**config.mk**
```make
export PLATFORM = sky130hd
export DESIGN_NAME = dual_comparator_control
export DESIGN_NICKNAME = d
export VERILOG_FILES = /design/src/cmp_ctrl_pkg.sv /design/src/cmp_sync.sv /design/src/cmp_mode_decode.sv /design/src/dual_comparator_control.sv
export SDC_FILE = /design/constraint.sdc
export NUM_CORES = 1
export LEC_CHECK = 0
export BUFFER_PORTS_ARGS = -buffer_cell sky130_fd_sc_hd__buf_4
export CORE_UTILIZATION = 42
export DETAILED_ROUTE_END_ITERATION = 10
export PLACE_DENSITY = 0.79
export SYNTH_ARGS = -nofsm -noshare
export SYNTH_HDL_FRONTEND = slang
export SYNTH_SLANG_ARGS = --single-unit
```
**constraint.sdc**
```tcl
create_clock -name core_clk -period 2.1 [get_ports core_clk]
set_input_delay 0.315 -clock core_clk [delete_from_list [all_inputs] [get_ports core_clk]]
set_output_delay 0.315 -clock core_clk [all_outputs]
set_load 0.02 [all_outputs]
```
**src/cmp_ctrl_pkg.sv**
```systemverilog
// Package: register map, field layout, reset values and types for the comparator control
package cmp_ctrl_pkg;
    localparam logic [3:0] CTRL_OFFSET = 4'h0;
    localparam logic [3:0] FLAG_OFFSET = 4'h4;
    localparam logic [3:0] PORT_OFFSET = 4'h8;
    localparam logic [3:0] DIR_OFFSET = 4'hC;
    localparam int CMP2_RESULT_BIT = 7;
    localparam int CMP1_RESULT_BIT = 6;
    localparam int CMP2_POLARITY_BIT = 5;
    localparam int CMP1_POLARITY_BIT = 4;
    localparam int INPUT_SWITCH_BIT = 3;
    localparam int MODE_MSB = 2;
    localparam int FLAG_BIT = 0;
    localparam int CHANGE_ENABLE_BIT = 1;
    localparam int PERIPH_ENABLE_BIT = 2;
    localparam int GLOBAL_ENABLE_BIT = 3;
    localparam logic [5:0] CTRL_RESET = 6'h07;
    localparam logic [5:0] DIR_RESET = 6'h3F;
    localparam logic [2:0] MODE_INTREF = 3'h6;
    localparam logic [2:0] MODE_OFF = 3'h7;
    localparam int SYNC_STAGES = 2;

    typedef enum logic [2:0] {
        MODE0, MODE1, MODE2, MODE3, MODE4, MODE5, MODE_REF, MODE_COMPOFF
    } cmp_mode_t;

    // Routing decided by the mode decoder
    typedef struct packed {
        logic [3:0] analogPins;
        logic cmp1On;
        logic cmp2On;
        logic outPinsOn;
        logic intRefPlus;
        logic [1:0] cmp1MinusSel;
        logic [1:0] cmp2MinusSel;
    } route_t;
endpackage

```
**src/cmp_sync.sv**
```systemverilog
// Two-stage synchroniser for one comparator output
`timescale 1ns/1ps
module cmp_sync
    import cmp_ctrl_pkg::*;
#(
    parameter int STAGES = SYNC_STAGES
) (
    input wire logic core_clk,
    input wire logic reset,
    input wire logic asyncIn,
    output logic syncOut
);
    logic [STAGES-1:0] chain_reg;

    always_ff @(posedge core_clk or posedge reset) begin
        if (reset) begin
            chain_reg <= '0;
        end else begin
            chain_reg <= {chain_reg[STAGES-2:0], asyncIn};
        end
    end

    assign syncOut = chain_reg[STAGES-1];
endmodule

```
**src/cmp_mode_decode.sv**
```systemverilog
// Mode decoder: comparator input and output routing for each mode code
`timescale 1ns/1ps
module cmp_mode_decode
    import cmp_ctrl_pkg::*;
#(
    parameter logic [3:0] ANALOG_MAP [0:5] = '{4'hF, 4'hF, 4'hF, 4'hF, 4'h3, 4'hB},
    parameter logic [5:0] OUTPIN_MAP = 6'h20
) (
    input wire logic [2:0] mode,
    input wire logic inputSwitch,
    output route_t route
);
    always_comb begin
        route = '0;
        route.cmp1MinusSel = 2'h0;
        route.cmp2MinusSel = 2'h1;
        case (cmp_mode_t'(mode))
            MODE_REF: begin
                route.analogPins = 4'hF;
                route.cmp1On = 1'b1;
                route.cmp2On = 1'b1;
                route.intRefPlus = 1'b1;
                route.cmp1MinusSel = inputSwitch ? 2'h3 : 2'h0;
                route.cmp2MinusSel = inputSwitch ? 2'h2 : 2'h1;
            end
            MODE_COMPOFF: begin
                route.analogPins = 4'h0;
            end
            default: begin
                route.analogPins = ANALOG_MAP[mode];
                route.cmp1On = 1'b1;
                route.cmp2On = 1'b1;
                route.outPinsOn = OUTPIN_MAP[mode];
            end
        endcase
    end
endmodule

```
**src/dual_comparator_control.sv**
```systemverilog
// Comparator control: register slave, polarity, change flag, pin multiplexers
//
// Notes on behaviour
// - Bit 7 shows comparator 2 result, bit 6 comparator 1; writes ignore them.
// - Bits 5 and 4 invert comparator 2 and 1 results when set.
// - Bit 3 in mode 110 moves inverting inputs to pins A3/A2, else A0/A1.
// - Low three bits select one of eight routing modes.
// - Mode 110 feeds the internal reference to both non-inverting inputs.
// - Output mode 101 drives pins A4/A5 straight from comparators, unclocked.
// - Port direction bits still enable the A4/A5 outputs in that mode.
// - Port reads return 0 on pins that the mode makes analog.
// - Any change of either comparator output sets the change flag.
// - Writing 0 clears the flag; writing 1 sets it.
// - Request needs change, peripheral and global enables; flag sets regardless.
// - Mismatch keeps setting flag until a control register access latches outputs.
// - A change coinciding with a control read may be missed.
// - Comparators and change wake-up keep working in sleep.
// - Wake from sleep leaves the control register untouched.
// - Reset gives mode 111 and clears polarity and input switch.
//
// The register addresses and the Avalon-MM interface to the registers were chosen for this implementation.
`timescale 1ns/1ps
module dual_comparator_control
    import cmp_ctrl_pkg::*;
(
    input wire logic core_clk,
    input wire logic reset,
    input wire logic [3:0] address,
    input wire logic read,
    input wire logic write,
    input wire logic [31:0] writedata,
    output logic [31:0] readdata,
    output logic waitrequest,
    input wire logic cmp1Raw,
    input wire logic cmp2Raw,
    input wire logic [5:0] portPinIn,
    input wire logic [5:0] portLatch,
    output logic [5:0] portPinOut,
    output logic [5:0] portPinOe,
    output route_t route,
    output logic irqRequest,
    output logic wakeRequest
);
    logic [5:0] ctrl_reg;
    logic [5:0] dir_reg;
    logic flag_reg;
    logic changeEnable_reg;
    logic periphEnable_reg;
    logic globalEnable_reg;
    logic [1:0] seen_reg;
    logic answered_reg;
    logic [31:0] readdata_reg;
    logic cmp1Sync;
    logic cmp2Sync;
    logic [1:0] result;
    logic [1:0] rawResult;
    logic mismatch;
    logic access;
    logic ctrlAccess;
    logic flagWrite;
    logic [31:0] readdata_next;
    logic [5:0] portView;

    cmp_sync u_sync1 (
        .core_clk(core_clk),
        .reset(reset),
        .asyncIn(cmp1Raw),
        .syncOut(cmp1Sync)
    );

    cmp_sync u_sync2 (
        .core_clk(core_clk),
        .reset(reset),
        .asyncIn(cmp2Raw),
        .syncOut(cmp2Sync)
    );

    cmp_mode_decode u_decode (
        .mode(ctrl_reg[MODE_MSB:0]),
        .inputSwitch(ctrl_reg[INPUT_SWITCH_BIT]),
        .route(route)
    );

    // Clocked results with polarity; off comparators read 0
    assign result[1] = route.cmp2On & (cmp2Sync ^ ctrl_reg[CMP2_POLARITY_BIT]);
    assign result[0] = route.cmp1On & (cmp1Sync ^ ctrl_reg[CMP1_POLARITY_BIT]);
    // Unclocked copies for the pin multiplexers
    assign rawResult[1] = cmp2Raw ^ ctrl_reg[CMP2_POLARITY_BIT];
    assign rawResult[0] = cmp1Raw ^ ctrl_reg[CMP1_POLARITY_BIT];

    // Bus handshake: one wait cycle, answer on the second edge
    assign access = (read | write) & ~answered_reg;
    assign waitrequest = (read | write) & ~answered_reg;
    assign ctrlAccess = (read | write) & answered_reg & (address == CTRL_OFFSET);
    assign flagWrite = write & answered_reg & (address == FLAG_OFFSET);
    assign readdata = readdata_reg;

    always_ff @(posedge core_clk or posedge reset) begin
        if (reset) begin
            answered_reg <= 1'b0;
        end else begin
            answered_reg <= access;
        end
    end

    // Control register; sleep has no path here so wake-up keeps it
    always_ff @(posedge core_clk or posedge reset) begin
        if (reset) begin
            ctrl_reg <= CTRL_RESET;
        end else if (write & answered_reg & (address == CTRL_OFFSET)) begin
            ctrl_reg <= writedata[5:0];
        end
    end

    always_ff @(posedge core_clk or posedge reset) begin
        if (reset) begin
            dir_reg <= DIR_RESET;
        end else if (write & answered_reg & (address == DIR_OFFSET)) begin
            dir_reg <= writedata[5:0];
        end
    end

    always_ff @(posedge core_clk or posedge reset) begin
        if (reset) begin
            changeEnable_reg <= 1'b0;
            periphEnable_reg <= 1'b0;
            globalEnable_reg <= 1'b0;
        end else if (flagWrite) begin
            changeEnable_reg <= writedata[CHANGE_ENABLE_BIT];
            periphEnable_reg <= writedata[PERIPH_ENABLE_BIT];
            globalEnable_reg <= writedata[GLOBAL_ENABLE_BIT];
        end
    end

    // Latched copy of results, refreshed on every control access
    always_ff @(posedge core_clk or posedge reset) begin
        if (reset) begin
            seen_reg <= 2'h0;
        end else if (ctrlAccess) begin
            seen_reg <= result;
        end
    end

    assign mismatch = (result != seen_reg);

    // Change flag: hardware set wins over a software clear
    always_ff @(posedge core_clk or posedge reset) begin
        if (reset) begin
            flag_reg <= 1'b0;
        end else if (mismatch & ~ctrlAccess) begin
            flag_reg <= 1'b1;
        end else if (flagWrite) begin
            flag_reg <= writedata[FLAG_BIT];
        end
    end

    assign irqRequest = flag_reg & changeEnable_reg & periphEnable_reg
        & globalEnable_reg;
    // Wake-up needs only the local enable; sleep does not stop this logic
    assign wakeRequest = flag_reg & changeEnable_reg;

    // Port view: analog pins read as zero
    assign portView = portPinIn & ~{2'b00, route.analogPins};

    always_comb begin
        readdata_next = 32'h0000_0000;
        case (address)
            CTRL_OFFSET: readdata_next = {24'h0, result, ctrl_reg};
            FLAG_OFFSET: readdata_next = {28'h0, globalEnable_reg, periphEnable_reg,
                changeEnable_reg, flag_reg};
            PORT_OFFSET: readdata_next = {26'h0, portView};
            DIR_OFFSET: readdata_next = {26'h0, dir_reg};
            default: readdata_next = 32'h0000_0000;
        endcase
    end

    always_ff @(posedge core_clk or posedge reset) begin
        if (reset) begin
            readdata_reg <= 32'h0000_0000;
        end else if (access & read) begin
            readdata_reg <= readdata_next;
        end
    end

    // Pin multiplexers: A4/A5 take raw comparator outputs in output mode 101
    always_comb begin
        portPinOut = portLatch;
        if (route.outPinsOn) begin
            portPinOut[4] = rawResult[0];
            portPinOut[5] = rawResult[1];
        end
        portPinOe = ~dir_reg;
    end

    a_bus_answer: assert property (@(posedge core_clk) disable iff (reset) // bus
        (read | write) & waitrequest |=> !waitrequest)
        else $error("Bus request not answered in one wait cycle");
    a_result_ro: assert property (@(posedge core_clk) disable iff (reset)
        ctrlAccess & write |=> ctrl_reg == $past(writedata[5:0]))
        else $error("Control write did not store writable bits");
    a_polarity_inv: assert property (@(posedge core_clk) disable iff (reset)
        route.cmp1On |-> result[0] == (cmp1Sync ^ ctrl_reg[CMP1_POLARITY_BIT]))
        else $error("Comparator 1 polarity wrong");
    a_switch_route: assert property (@(posedge core_clk) disable iff (reset)
        ctrl_reg[2:0] == MODE_INTREF && ctrl_reg[INPUT_SWITCH_BIT]
        |-> route.cmp1MinusSel == 2'h3 && route.cmp2MinusSel == 2'h2)
        else $error("Input switch routing wrong");
    a_ref_route: assert property (@(posedge core_clk) disable iff (reset)
        route.intRefPlus == (ctrl_reg[2:0] == MODE_INTREF))
        else $error("Reference routing wrong");
    a_flag_set: assert property (@(posedge core_clk) disable iff (reset)
        mismatch & ~ctrlAccess |=> flag_reg)
        else $error("Change did not set flag");
    a_flag_clear: assert property (@(posedge core_clk) disable iff (reset)
        flagWrite & ~writedata[FLAG_BIT] & ~mismatch ##1 ~mismatch |-> ~flag_reg)
        else $error("Flag clear failed");
    a_irq_gate: assert property (@(posedge core_clk) disable iff (reset)
        irqRequest |-> flag_reg && globalEnable_reg && periphEnable_reg)
        else $error("Interrupt without all enables");
    a_port_analog: assert property (@(posedge core_clk) disable iff (reset)
        read & answered_reg ##0 (address == PORT_OFFSET) |=>
        (readdata[3:0] & route.analogPins) == 4'h0)
        else $error("Analog pin read nonzero");
    a_off_reset: assert property (@(posedge core_clk)
        $fell(reset) |-> ctrl_reg[2:0] == MODE_OFF && ctrl_reg[5:3] == 3'h0)
        else $error("Reset state wrong");

    c_flag_rise: cover property (@(posedge core_clk) disable iff (reset) $rose(flag_reg));
    c_irq: cover property (@(posedge core_clk) disable iff (reset) irqRequest);
    c_ref_mode: cover property (@(posedge core_clk) disable iff (reset) route.intRefPlus);
    c_ctrl_read: cover property (@(posedge core_clk) disable iff (reset) ctrlAccess & read);
endmodule

```
==> flow_summary.toml <==
[worst_setup_path]
max_stage_delay_ns = 0.60
cp.required_ns = 1.78
startpoint_type = "flip-flop"
critPathMaxFanout = 11
rr_startpoint = "ctrl_reg[2]"
end_kind = "output pin"
cpMaxStageDelayCell = "dfstp_2"
startpoint = "ctrl_reg[2]"
cp.arrival_ns = 1.58
critPathKind = "flip-flop to output pin"
crit_chain = "and3_1 -> inv_1 -> buf_4"

[cells_and_area]
fill_cells = 394
nNetsFinal = 284
n_antenna_cell = 0
area_delta_synth_final_pct = 21.9
fin_area_mm2 = 0.00216
drive_above_1_share = 0.377
largest_reg_flops = 8

[timing]
hold_viol = 0
slew-limit-headroom = 0.619
fin_worst_skew_ns = 0.00387
drv_slew = 0
grt_setup_unrepaired = "no"
fmaxAchievable_mhz = 529
setup_viol_count_final = 0
period_share = 0.900
setup_tns_ns = 0
worstMarginPinSlew_ns = 0.566
fin_crit_ns = 1.89

[drt]
drc = 0
vias = 1353
drt-vias-per-instance = 4.81
ant_nets = 0
wl_mm = 3.64
firstDrtPassIters = 4
routedWlPerCell_um = 12.9
drt_iter0_drc = 60

[clock_tree]
cts-root-buf = "clkbuf_8"
htreeDepth = 2
cts_resized = 0
clock_sinks = 31
tritoncts = "built"
postCtsSetupBuffers = 0
clk_pin_slew_ns = 0.06
clockBufferDepth = 2
clk_latency_ns = 0.28
cts_buffers = 5
cts_hold_buf = 0

[synthesis]
yosysMostFrequentCell = "buf_4"
synth_top_family_by_area = "buffers and inverters"
synth-xor-area-share = 0.0247
synth_area_leader_cell = "dfrtp_1"
syn_area_mm2 = 0.00177
synthSimpleGateAreaFrac = 0.140
yosys_most_used_dff = "dfrtp_1"
synth.area.top_cells = "dfrtp_1 (31%), buf_4 (14%), dfstp_2 (13%)"
syn_inst = 181
syn_avg_cell_area_um2 = 9.80
synth_compound_area_frac = 0.112
ys_ff_latch = 31
synth_fa_ha_area_frac = 0
synthArstFlopShare = 1.00
synth_edf_count = 0
yosysWarnings = 0
synth.yosys.seq_area_share = 0.444
synthTopCellsByCount = "buf_4 (33), dfrtp_1 (22), nand2_1 (21), o21ai_0 (19), inv_1 (11)"
ys_types = 34
muxShareOfSynthArea = 0.0981
netlist.area_leader.share = 0.311

[pwr]
vdd_drop_max_mv = 0.430
comb_power_share = 0.314
p_per_area_mw_per_mm2 = 843
p_switching_mw = 0.613
swShare = 0.336
power_frac_seq = 0.443
pwr-share-clk = 0.243
p_leak_nw = 1.07
internal_power_mw = 1.21

[die]
initial_utilization = 0.440
core_mm2 = 0.00403
std_cell_rows = 23
die_w_um = 67.0
die_area_mm2 = 0.00448
num_io_pins = 113
die_h_um = 67.0

[global_routing]
antenna_found_initial = 0
grt-ovfl-total = 0
grt_pass1_wl_mm = 6.04
grt_max_degree = 32
grt_pass1_vias = 1276
grtUsageTotal = 0.186

[place]
gp_congestion = 0.779
port_buffers = 54
dp.final_hpwl_mm = 2.80
place_area_mm2 = 0.00208

[run]
maxCapViolations = 0

[run_status]
status = "finished clean"

[min_path]
holdCritPathClass = "input port to asynchronous set/reset pin"
[placed cells by master (no fill, tap or decap), types with 2 or more instances in the layout]
cell type  synthesis  final
a21oi_1            2      2
a22oi_1            2      2
and2_1             3      3
and3_1             2      2
buf_4             33     58
clkbuf_1           1      2
clkbuf_8           0      5
conb_1             1     24
dfrtp_1           22     22
dfstp_2            9      9
inv_1             11     11
mux2_2            10     10
mux2i_1            5      5
nand2_1           21     21
nand2b_1           2      2
nand4_1            2      2
nor2_1             4      4
nor3_1             2      2
nor4b_1            2      2
o21ai_0           19     19
o221a_2            2      2
o22ai_1            2      2
o41ai_1            4      4
xnor2_1            5      5
[area by class of cell]
cell class,instances,area [um^2],area share
tap,50,62.6,0.0289
inverter,11,41.3,0.0191
multi-input combinational,123,754,0.349
clock buffer,7,76.3,0.0353
sequential,31,787,0.364
clock inverter,1,5.00,0.00231
timing repair buffer,58,435,0.201
[final timing paths]
kind | depth (start not counted) | to | slack [ns]
setup / recovery | 3 | route[8] | 0.21
hold / removal | 3 | u_sync1.chain_reg[0] | 0.11
setup reg to reg | 4 | flag_reg | 0.42
hold reg to reg | 0 | u_sync2.chain_reg[1] | 0.36
max in group asynchronous | 3 | ctrl_reg[1] | 1.66
min in group core_clk | 1 | u_sync1.chain_reg[0] | 0.15
[power by group through the flow]
stage / clock network (mW) / logic [mW] / registers (mW)
after detailed placement: 0 / 0.576 / 0.817
final: 0.444 / 0.572 / 0.807
after CTS: 0.457 / 0.579 / 0.807
after floorplan: 0 / 0.415 / 0.801
after global placement: 0 / 0.561 / 0.809
after global routing: 0.488 / 0.631 / 0.821
[logic make-up (layout without fill, tap and decap cells)]
| family | count (synthesis) | in the layout |
|---|---|---|
| DFF | 31 | 31 |
| other | 1 | 24 |
| buffers and inverters | 50 | 77 |
| AOI/OAI and AO/OA | 32 | 32 |
| xor gates and xnor gates | 5 | 5 |
| muxes | 16 | 16 |
| and+or+nand+nor | 46 | 46 |
[routing by layer]
metal  global-route usage  part of all wire
met1                0.233              0.43
met2                0.290              0.48
met3               0.0599             0.073
met4               0.0798             0.015
met5                    0                 0
[per-stage QoR]
stage / util / hold slack [ns] / total power, mW / cells / worst slack, ns
after floorplan: - / 0.331 / 1.22 / 204 / 0.260
after global placement: 0.516 / 0.334 / 1.37 / 273 / 0.334
after detailed placement: 0.516 / 0.346 / 1.39 / 273 / 0.325
after CTS: 0.537 / 0.113 / 1.84 / 281 / 0.191
after global routing: 0.537 / 0.145 / 1.94 / 281 / 0.113
final: 0.537 / 0.106 / 1.82 / 281 / 0.210
[critical path: cells and delay by family, from the launching register on]
| kind | cells | cell delay [ns] |
|---|---|---|
| buffers and inverters | 2 | 0.28 |
| AND/OR/NAND/NOR | 1 | 0.40 |
| flip-flops | 1 | 0.60 |
Note: power is estimated with default switching activity, not from simulation.
